--- config.mk ---
export PLATFORM = sky130hd
export DESIGN_NAME = spl_start_protect_lock
export DESIGN_NICKNAME = d
export VERILOG_FILES = /design/src/spl_pkg.sv /design/src/spl_start_protect_lock.sv /design/src/spl_input_route.sv
export SDC_FILE = /design/constraint.sdc
export NUM_CORES = 1
export LEC_CHECK = 0
export BUFFER_PORTS_ARGS = -buffer_cell sky130_fd_sc_hd__buf_4
export CORE_MARGIN = 2
export CORE_UTILIZATION = 38
export DETAILED_ROUTE_END_ITERATION = 12
export HOLD_SLACK_MARGIN = 0.03
export SETUP_SLACK_MARGIN = 0.3
export SYNTH_ARGS = -nofsm -noshare
export SYNTH_HDL_FRONTEND = slang
export SYNTH_SLANG_ARGS = --single-unit
--- constraint.sdc ---
create_clock -name clk_sys -period 2.01 [get_ports clk_sys]
set_input_delay 0.201 -clock clk_sys [delete_from_list [all_inputs] [get_ports clk_sys]]
set_output_delay 0.201 -clock clk_sys [all_outputs]
set_load 0.005 [all_outputs]
--- src/spl_pkg.sv ---
// spl_pkg: shared constants and carriers for start protection and edit lock
// assumes a single 200 MHz system clock and synchronous active-high reset
package spl_pkg;
	localparam int          CLK_MHZ         = 200;
	localparam int          NUM_INPUTS      = 5;
	localparam int          FUNC_W          = 5;
	localparam logic [4:0]  FUNC_START_PROT = 5'h0D;
	localparam logic [4:0]  FUNC_EDIT_LOCK  = 5'h0F;
	localparam logic [4:0]  FUNC_TRIP_RESET = 5'h12;
	localparam logic [7:0]  ERR_NONE        = 8'h00;
	localparam logic [7:0]  ERR_START_PROT  = 8'h0D;
	localparam logic [7:0]  ERR_UNDERVOLT   = 8'h09;
	localparam int          RESET_PULSE_MS  = 12;
	localparam int          RESET_PULSE_CYC = RESET_PULSE_MS * CLK_MHZ * 1000;
	localparam int          CNT_W           = 22;

	// one edit request from keypad or remote programming device
	typedef struct packed {
		logic       valid;
		logic       is_freq;
		logic       from_remote;
	} spl_edit_req_t;

	// routed levels of the intelligent inputs
	typedef struct packed {
		logic       start_protect;
		logic       edit_lock;
		logic       trip_reset;
	} spl_func_t;

	typedef enum logic [1:0] {
		SPL_PWRUP = 2'h0,
		SPL_IDLE  = 2'h1,
		SPL_RUN   = 2'h3,
		SPL_TRIP  = 2'h2
	} spl_state_t;
endpackage : spl_pkg

--- src/spl_start_protect_lock.sv ---
// spl_start_protect_lock: unattended start protection and parameter edit lock
// assumes rst marks power-up; run and keypad lines are already synchronous
`timescale 1ns/10ps
module spl_start_protect_lock #(
	parameter int N           = spl_pkg::NUM_INPUTS,
	parameter int RESET_CYC   = spl_pkg::RESET_PULSE_CYC
) (
	// clock and reset
	input  wire logic                              clk_sys,
	input  wire logic                              rst,
	// intelligent input terminals
	input  wire logic [N-1:0]                      term_in,
	input  wire logic [N-1:0][spl_pkg::FUNC_W-1:0] func_code,
	// run command and keypad
	input  wire logic                              run_cmd,
	input  wire logic                              keypad_reset,
	// undervoltage event from supply monitor
	input  wire logic                              undervoltage,
	// configuration
	input  wire logic                              freq_exclude_setting,
	// edit requests
	input  spl_pkg::spl_edit_req_t                 edit_req,
	output logic                                   edit_grant,
	// drive status
	output logic                                   motor_on_ff,
	output logic                                   trip_ff,
	output logic [7:0]                             err_code_ff
);
	spl_pkg::spl_func_t                 func_ff;
	spl_pkg::spl_state_t                state_ff;
	spl_pkg::spl_state_t                nxt_state;
	logic                               run_d_ff;
	logic                               rst_term_d_ff;
	logic [spl_pkg::CNT_W-1:0]          rst_cnt_ff;
	logic                               rst_long_ff;
	logic                               uv_trip_ff;
	logic                               reset_evt;
	logic                               run_rise;

	spl_input_route #(.N(N)) u_route (
		.clk_sys   (clk_sys),
		.term_in   (term_in),
		.func_code (func_code),
		.func_ff   (func_ff)
	);

	// reset terminal pulse width counter; short pulses are ignored as glitches
	always_ff @(posedge clk_sys) begin
		if (rst) begin
			rst_cnt_ff  <= '0;
			rst_long_ff <= 1'b0;
		end else if (func_ff.trip_reset) begin
			if (rst_cnt_ff >= spl_pkg::CNT_W'(RESET_CYC - 1)) begin
				rst_long_ff <= 1'b1;
			end else begin
				rst_cnt_ff <= rst_cnt_ff + 1'b1;
			end
		end else begin
			rst_cnt_ff  <= '0;
			rst_long_ff <= 1'b0;
		end
	end

	always_ff @(posedge clk_sys) begin
		if (rst) begin
			rst_term_d_ff <= 1'b0;
			run_d_ff      <= 1'b0;
		end else begin
			rst_term_d_ff <= func_ff.trip_reset;
			run_d_ff      <= run_cmd;
		end
	end

	// reset acts on the falling edge of a long enough pulse, or the keypad key
	assign reset_evt = (rst_term_d_ff & ~func_ff.trip_reset & rst_long_ff) | keypad_reset;
	assign run_rise  = run_cmd & ~run_d_ff;

	// undervoltage trip: set wins over reset
	always_ff @(posedge clk_sys) begin
		if (rst) begin
			uv_trip_ff <= 1'b0;
		end else if (undervoltage) begin
			uv_trip_ff <= 1'b1;
		end else if (reset_evt) begin
			uv_trip_ff <= 1'b0;
		end
	end

	// the first cycle out of reset is the power-up check
	always_comb begin
		nxt_state = state_ff;
		unique case (state_ff)
			spl_pkg::SPL_PWRUP: begin
				if (run_cmd && func_ff.start_protect) begin
					nxt_state = spl_pkg::SPL_TRIP;
				end else if (run_cmd) begin
					nxt_state = spl_pkg::SPL_RUN;
				end else begin
					nxt_state = spl_pkg::SPL_IDLE;
				end
			end
			spl_pkg::SPL_IDLE: begin
				if (run_rise && !uv_trip_ff) begin
					nxt_state = spl_pkg::SPL_RUN;
				end else if (reset_evt && run_cmd && func_ff.start_protect) begin
					nxt_state = spl_pkg::SPL_TRIP;
				end
			end
			spl_pkg::SPL_RUN: begin
				if (!run_cmd || undervoltage) begin
					nxt_state = spl_pkg::SPL_IDLE;
				end
			end
			spl_pkg::SPL_TRIP: begin
				if (!run_cmd || reset_evt) begin
					nxt_state = spl_pkg::SPL_IDLE;
				end
			end
		endcase
	end

	always_ff @(posedge clk_sys) begin
		if (rst) begin
			state_ff <= spl_pkg::SPL_PWRUP;
		end else begin
			state_ff <= nxt_state;
		end
	end

	always_ff @(posedge clk_sys) begin
		if (rst) begin
			motor_on_ff <= 1'b0;
			trip_ff     <= 1'b0;
			err_code_ff <= spl_pkg::ERR_NONE;
		end else begin
			motor_on_ff <= (nxt_state == spl_pkg::SPL_RUN);
			trip_ff     <= (nxt_state == spl_pkg::SPL_TRIP) | uv_trip_ff;
			if (nxt_state == spl_pkg::SPL_TRIP) begin
				err_code_ff <= spl_pkg::ERR_START_PROT;
			end else if (uv_trip_ff) begin
				err_code_ff <= spl_pkg::ERR_UNDERVOLT;
			end else begin
				err_code_ff <= spl_pkg::ERR_NONE;
			end
		end
	end

	// edit gating applies to every request source alike
	always_comb begin
		edit_grant = edit_req.valid;
		if (func_ff.edit_lock) begin
			edit_grant = edit_req.valid & edit_req.is_freq & freq_exclude_setting;
		end
	end

	AST_TRIP_HOLDS_OFF: assert property (@(posedge clk_sys) disable iff (rst)
		trip_ff && err_code_ff == spl_pkg::ERR_START_PROT |-> !motor_on_ff)
		else $error("motor on during start protect trip");
	AST_PWRUP_TRIP: assert property (@(posedge clk_sys) disable iff (rst)
		state_ff == spl_pkg::SPL_PWRUP && run_cmd && func_ff.start_protect
		|=> err_code_ff == spl_pkg::ERR_START_PROT && state_ff == spl_pkg::SPL_TRIP)
		else $error("power-up run not trapped");
	AST_PWRUP_RUN: assert property (@(posedge clk_sys) disable iff (rst)
		state_ff == spl_pkg::SPL_PWRUP && run_cmd && !func_ff.start_protect |=> motor_on_ff)
		else $error("power-up run not resumed");
	AST_CLEAR_ON_RUN_OFF: assert property (@(posedge clk_sys) disable iff (rst)
		state_ff == spl_pkg::SPL_TRIP && !run_cmd |=> state_ff == spl_pkg::SPL_IDLE)
		else $error("trip not cleared by run removal");
	AST_RESTART: assert property (@(posedge clk_sys) disable iff (rst)
		state_ff == spl_pkg::SPL_IDLE && run_rise && !uv_trip_ff |=> motor_on_ff)
		else $error("fresh run did not start output");
	AST_LOCK_BLOCKS: assert property (@(posedge clk_sys) disable iff (rst)
		func_ff.edit_lock && !edit_req.is_freq |-> !edit_grant)
		else $error("edit granted under lock");
	AST_FREQ_EXEMPT: assert property (@(posedge clk_sys) disable iff (rst)
		func_ff.edit_lock && edit_req.valid && edit_req.is_freq |-> edit_grant == freq_exclude_setting)
		else $error("frequency exclusion wrong");
	AST_UNLOCKED: assert property (@(posedge clk_sys) disable iff (rst)
		!func_ff.edit_lock |-> edit_grant == edit_req.valid)
		else $error("edit refused while unlocked");
	AST_UV_PROTECT: assert property (@(posedge clk_sys) disable iff (rst)
		state_ff == spl_pkg::SPL_IDLE && reset_evt && run_cmd && func_ff.start_protect && !run_rise
		|=> state_ff == spl_pkg::SPL_TRIP)
		else $error("protection skipped after reset");
	// from_remote is carried only so that the lock can be shown to cover both sources
	AST_REMOTE_LOCKED: assert property (@(posedge clk_sys) disable iff (rst)
		func_ff.edit_lock && edit_req.valid && edit_req.from_remote
		&& !(edit_req.is_freq && freq_exclude_setting) |-> !edit_grant)
		else $error("remote edit granted under lock");
	AST_KEYPAD_CLEAR: assert property (@(posedge clk_sys) disable iff (rst)
		state_ff == spl_pkg::SPL_TRIP && keypad_reset |=> state_ff == spl_pkg::SPL_IDLE)
		else $error("keypad reset did not clear trip");
	AST_TRIP_CODE: assert property (@(posedge clk_sys) disable iff (rst)
		state_ff == spl_pkg::SPL_TRIP
		|-> trip_ff && !motor_on_ff && err_code_ff == spl_pkg::ERR_START_PROT)
		else $error("trip state without trip outputs");
	// the undervoltage flag takes one cycle before it reaches the status outputs
	AST_UV_TRIPS: assert property (@(posedge clk_sys) disable iff (rst)
		undervoltage |-> ##2 (trip_ff && err_code_ff != spl_pkg::ERR_NONE))
		else $error("undervoltage did not trip");
	AST_UV_STOPS: assert property (@(posedge clk_sys) disable iff (rst)
		state_ff == spl_pkg::SPL_RUN && undervoltage |=> !motor_on_ff)
		else $error("motor kept on after undervoltage");
	AST_RUN_OFF_STOPS: assert property (@(posedge clk_sys) disable iff (rst)
		state_ff == spl_pkg::SPL_RUN && !run_cmd |=> !motor_on_ff)
		else $error("motor kept on after run removal");
	// the width counter saturates, so a held terminal never wraps into a short pulse
	AST_RESET_WIDTH: assert property (@(posedge clk_sys) disable iff (rst)
		rst_long_ff |-> rst_cnt_ff == spl_pkg::CNT_W'(RESET_CYC - 1))
		else $error("reset width flag without full count");
endmodule : spl_start_protect_lock

--- src/spl_input_route.sv ---
// spl_input_route: synchronises terminals and routes them by function code
// assumes terminal levels are asynchronous pins, function codes are static config
// assumes the clock runs through reset, so routed levels are settled at release
`timescale 1ns/10ps
module spl_input_route #(
	parameter int N = spl_pkg::NUM_INPUTS
) (
	// clock
	input  wire logic                              clk_sys,
	// terminals and their configured function codes
	input  wire logic [N-1:0]                      term_in,
	input  wire logic [N-1:0][spl_pkg::FUNC_W-1:0] func_code,
	// routed functions
	output spl_pkg::spl_func_t                     func_ff
);
	logic [N-1:0] meta_ff;
	logic [N-1:0] sync_ff;

	function automatic logic any_with(input logic [N-1:0] lvl,
		input logic [N-1:0][spl_pkg::FUNC_W-1:0] code, input logic [4:0] f);
		logic r;
		r = 1'b0;
		for (int i = 0; i < N; i++) begin
			r = r | (lvl[i] & (code[i] == f));
		end
		return r;
	endfunction : any_with

	// no reset here: a reset pipeline would hide a held terminal from the power-up check
	always_ff @(posedge clk_sys) begin
		meta_ff <= term_in;
		sync_ff <= meta_ff;
	end

	always_ff @(posedge clk_sys) begin
		func_ff.start_protect <= any_with(sync_ff, func_code, spl_pkg::FUNC_START_PROT);
		func_ff.edit_lock     <= any_with(sync_ff, func_code, spl_pkg::FUNC_EDIT_LOCK);
		func_ff.trip_reset    <= any_with(sync_ff, func_code, spl_pkg::FUNC_TRIP_RESET);
	end
endmodule : spl_input_route

# ---- Word-level counts from Yosys, hierarchy flattened
# Cells that the tools add are included.
dict set report word_totals {
  output_inout_bits 11
  ff_bits 51
  in_bits 39
  word_cells 97
}
dict set report op_classes {
  add_sub_neg 1
  muxes 12
  bitwise_logic 36
  n_lt_le_gt_ge 1
  n_reduce_logical 12
  eq_ne 20
}
# op n
set op_table {}
lappend op_table {{$eq 5x4->1 const B} 10}
lappend op_table {{$eq 5x5->1 const B} 5}
lappend op_table {{$add 22x1->22 const B} 1}
lappend op_table {{$ge 22x22->1 const B} 1}
lappend op_table {{$and 1x1->1} 20}
lappend op_table {{$or 1x1->1} 14}
lappend op_table {{$mux 2} 6}
lappend op_table {{$eq 2x2->1 const B} 4}
lappend op_table {{$mux 4} 2}
lappend op_table {{$pmux 2 s4} 1}
lappend op_table {{$logic_and 1x1->1} 4}
lappend op_table {{$reduce_or 2->1} 2}
lappend op_table {{$mux 1} 3}
lappend op_table {{$eq 2x1->1 const B} 1}
lappend op_table {{$logic_not 1->1} 2}
lappend op_table {{$logic_not 2->1} 1}
lappend op_table {{$logic_or 1x1->1} 2}
lappend op_table {{$not 1->1} 2}
lappend op_table {{$reduce_bool 2->1} 1}

# ---- Logic depth before layout (Yosys ltp)
dict set report depth {
  ltp_word 11
  mapped_depth 7
  depth_no_buf 6
}

# ---- Hierarchy
# Synthesis repeated with hierarchy kept, for this count alone.
dict set report hier_totals {
  hier_cells 224
  area_unflattened_um2 1960.6
}
# mod area_each_um2 seq_area_each_um2 cells_each n_inst
set modules_own_cells {}
lappend modules_own_cells {spl_start_protect_lock 1500.2 620.6 179 1}
lappend modules_own_cells {spl_input_route 460.4 260.2 45 1}

# ---- Worst setup path before layout
# No wires, ideal clock.
dict set report synth_timing {
  path_type {register to register}
  startpoint {reg rst_cnt_ff[0] (netlist bit)}
  endpoint {reg rst_cnt_ff[4] (netlist bit)}
  path_buffers 0
  slack_ns 0.096
  t_required_ns 1.894
  path_stages_with_launch 7
  arrival_ns 1.797
  period_less_slack_ns 1.914
  setup_time_ns 0.116
  path_cell_list {dfxtp_1 > ha_1 > and3_4 > a311o_2 > a22oi_4 > a311oi_1 > a41o_1}
}
dict set report synth_between {
  elab_chain_cells 1
  elab_cells_between_ends 2
  classes_between {1 x add/sub; 1 x order compare}
}
# element line_no
set synth_lines {}
lappend synth_lines {{from (decl)} spl_start_protect_lock.sv:34} ;# logic [spl_pkg::CNT_W-1:0] rst_cnt_ff;
lappend synth_lines {{from (signal assigned)} spl_start_protect_lock.sv:56} ;# rst_cnt_ff <= rst_cnt_ff + 1'b1;
lappend synth_lines {{$add 22x1->22 or $ge 22x22->1 (tied branches)} {spl_start_protect_lock.sv:56, spl_start_protect_lock.sv:53}}
# Parallel ways exist; a longest one is shown, timed or not.
# A chain may end at the register's enable or synchronous reset.

# ---- Worst setup path in the final report
dict set report layout_timing {
  startpoint {reg rst_cnt_ff[1] (netlist bit)}
  endpoint {reg rst_cnt_ff[4] (netlist bit)}
}
# Same word-level chain as after synthesis.

==> impl_metrics.yaml <==
clocking:
  clk_latency_ns: 0.29
  path_clk_slew_ns: 0.08
  cts_buffer_depth: 2
  root_buffer: "clkbuf_8"
  ctsHtreeMaxLevel: 2
  cts_tree: "built"
  cts.sink_count: 44
  cts_made_buffers: 5
synthesis:
  synth_largest_area_cell: "dfxtp_1"
  synth_area_mm2: 0.002083
  synth.distinct_cells: 51
  ys.warnings.count: 0
  async_flop_share_pct: 0
  synth_top_cell_area_share_pct: 42.28
  syn_area_per_cell_um2: 9.259
  synth_ff_type: "dfxtp_1"
  synthTopCellsByArea: "dfxtp_1, xnor2_1, nor2_1"
  synth_edf_count: 0
  syn_inst: 225
  synth-seq-cells: 44
  yosysSeqAreaShare_pct: 42.28
final_layout:
  syn2layout_area_growth_pct: 36.34
  nNetsFinal: 329
  final_cell_mix: "buf_4, dfxtp_1, nor2_1"
  layout_commonest_cell: "buf_4"
  diodes: 0
  fill_cells: 485
  drive_above_1_share_pct: 36.55
  stdcell_area_mm2: 0.002840
global_route:
  antenna_found_initial: 0
  grt_overflow: 0
  grt_pass1_vias: 1698
  grt_first_pass_wirelength_mm: 7.576
  grt_util_all_layers_pct: 15.30
  grt_max_degree: 25
critical_path:
  cp_data_arrival_time_ns: 2.06
  r2r_start: "rst_cnt_ff[1]"
  cp-start-kind: "flop"
  path_max_fanout: 7
  crit_type: "reg -> reg"
  r2r_cells: 6
  r2r_slack_ns: 0.13
  crit_required_ns: 2.19
  end_kind: "flop"
  timing.rr.end: "rst_cnt_ff[4]"
floorplanning:
  rows: 26
  die-area_mm2: 0.006090
  start_util_pct: 40.02
  chipWidth_um: 78.04
  core-area_mm2: 0.005205
  io_pins: 50
  dieHeight_um: 78.04
worst_hold_path:
  holdPathStages: 2
  hp-class: "in -> reg"
  whs_endpoint: "state_ff[0]"
  hp-start: "rst"
timing:
  setup_slack_ns: 0.1323
  whs_ns: 0.1062
  finalSetupViolCount: 0
  final.setup.tns_ns: 0
  final_hold_viol_count: 0
  drv_slew: 0
  fin_crit_sh_pct: 93.42
  post-route-min-period_ns: 1.878
  grt_setup_unrepaired: "true"
  fmax_ghz: 0.5326
  skew_ns: 0.003141
placed_design:
  portBuffers: 43
  gp_congestion: 0.8166
  pre_cts_ws_ns: 0.1220
  placed_area_mm2: 0.002455
  dpl.hpwl_mm: 3.124
detailed_routing:
  drt_iter0_drc: 121
  dr_total_vias: 1843
  viasPerCell: 5.119
  antenna_left: 0
  wl_per_cell_um: 12.89
  firstDrtPassIters: 4
  drc: 0
  wirelength_mm: 4.640
outcome:
  outcome: "completed"
pwr:
  powerDensity_mw_per_mm2: 560.6
  ir_drop_mv: 0.6193
  leakage_uw: 0.001107
flow_run:
  drv_cap: 0
-- worst max path at each step --
stage | start | end | slack, ns | cells after the start
final | rst_cnt_ff[1] | rst_cnt_ff[4] | 0.13 | 6
after global routing | rst_cnt_ff[1] | rst_cnt_ff[7] | 0.06 | 7
after CTS | rst_cnt_ff[1] | rst_cnt_ff[4] | 0.14 | 6
after detailed placement | rst_cnt_ff[0] | rst_cnt_ff[4] | 0.12 | 6
after global placement | rst_cnt_ff[0] | rst_cnt_ff[4] | 0.14 | 6
after floorplan | rst_cnt_ff[0] | rst_cnt_ff[4] | 0.24 | 6
-- kinds of logic (layout without fill, tap and decap cells) --
| logic type | after synthesis | count (layout) | share of synthesized area [%] |
|---|---|---|---|
| AOI/OAI and AO/OA | 37 | 37 | 15.50 |
| xor gates and xnor gates | 16 | 16 | 6.727 |
| adders and majority gates | 1 | 1 | 0.6005 |
| buffers and inverters | 29 | 90 | 7.447 |
| DFF | 44 | 44 | 42.28 |
| muxes | 1 | 1 | 0.4805 |
| other | 1 | 5 | 0.1800 |
| and+or+nand+nor | 96 | 96 | 26.79 |
-- synthesized netlist by cell type, types with 2 or more instances --
| cell | n |
|---|---|
| nand2b_1 | 3 |
| a41o_1 | 3 |
| a31o_2 | 2 |
| nor2b_1 | 5 |
| and3_4 | 2 |
| nor4b_1 | 3 |
| clkbuf_1 | 2 |
| a21oi_1 | 5 |
| a2111oi_2 | 3 |
| xnor2_1 | 16 |
| buf_4 | 8 |
| and4_1 | 3 |
| nand4_1 | 7 |
| a31oi_1 | 4 |
| inv_1 | 15 |
| or4b_2 | 2 |
| buf_6 | 2 |
| and3_1 | 3 |
| nand2_1 | 10 |
| nand3_1 | 12 |
| a221oi_1 | 4 |
| o21ai_0 | 3 |
| dfxtp_1 | 44 |
| nor3_1 | 2 |
| nor4_1 | 10 |
| nor2_1 | 27 |
-- area by class of cell --
class / instances / area (um2) / area share [%]
clock inverter: 1 / 7.507 / 0.2643
timing repair buffer: 67 / 523.0 / 18.41
sequential: 44 / 895.9 / 31.54
tap: 70 / 87.58 / 3.084
multi-input combinational: 156 / 1184 / 41.67
inverter: 15 / 56.30 / 1.982
clock buffer: 7 / 86.33 / 3.040
-- state kept, by name, indices dropped and copies added, names as in the netlist --
signal	flops
uv_trip_ff	1
u_route.sync_ff	5
run_d_ff	1
u_route.meta_ff	5
state_ff	2
rst_term_d_ff	1
rst_long_ff	1
u_route.func_ff	3
rst_cnt_ff	22
err_code_ff	1
motor_on_ff	1
trip_ff	1
-- timing repair --
item / CTS / global route
endpoints found under the setup margin: 20 / 23
setup buffers: 5 / 10
endpoints found under the hold margin: 5 / 0
hold buffers: 5 / 0
gates resized for setup: 11 / 17
pin swaps: 2 / 6
-- routing by layer --
| metal | part of all wire [%] | global-route usage [%] | up-vias | routed length (um) |
|---|---|---|---|---|
| li1 | - | - | 936 | - |
| met1 | 46 | 19.58 | 856 | 2132 |
| met2 | 48 | 25.60 | 42 | 2210 |
| met3 | 4.7 | 3.678 | 9 | 216 |
| met4 | 1.7 | 4.561 | 0 | 80 |
| met5 | 0 | 0 | - | 0 |
-- power by group --
part           switching, uW  internal (uW)  total (uW)  leakage, uW
Sequential              11.1            890         901     0.000364
Combinational           47.4           79.4         127     0.000699
Clock                    285            279         564    0.0000445
-- worst max-delay path, stage by stage, from the launching register on --
cell      delay (ns)
dfxtp_4         0.36
ha_4            0.15
and3_4          0.18
a311o_2         0.40
a22oi_4         0.31
a311oi_2        0.14
a41o_1          0.23
-- through the flow --
| step | util (%) | instances | power, uW |
|---|---|---|---|
| floorplan | - | 229 | 971.7 |
| detailed placement | 47.16 | 332 | 1044 |
| CTS | 51.73 | 350 | 1619 |
| global route | 54.57 | 360 | 1671 |
| global placement | 47.16 | 332 | 1042 |
| finish | 54.57 | 360 | 1592 |
No activity file was read; power rests on OpenSTA's default activity.
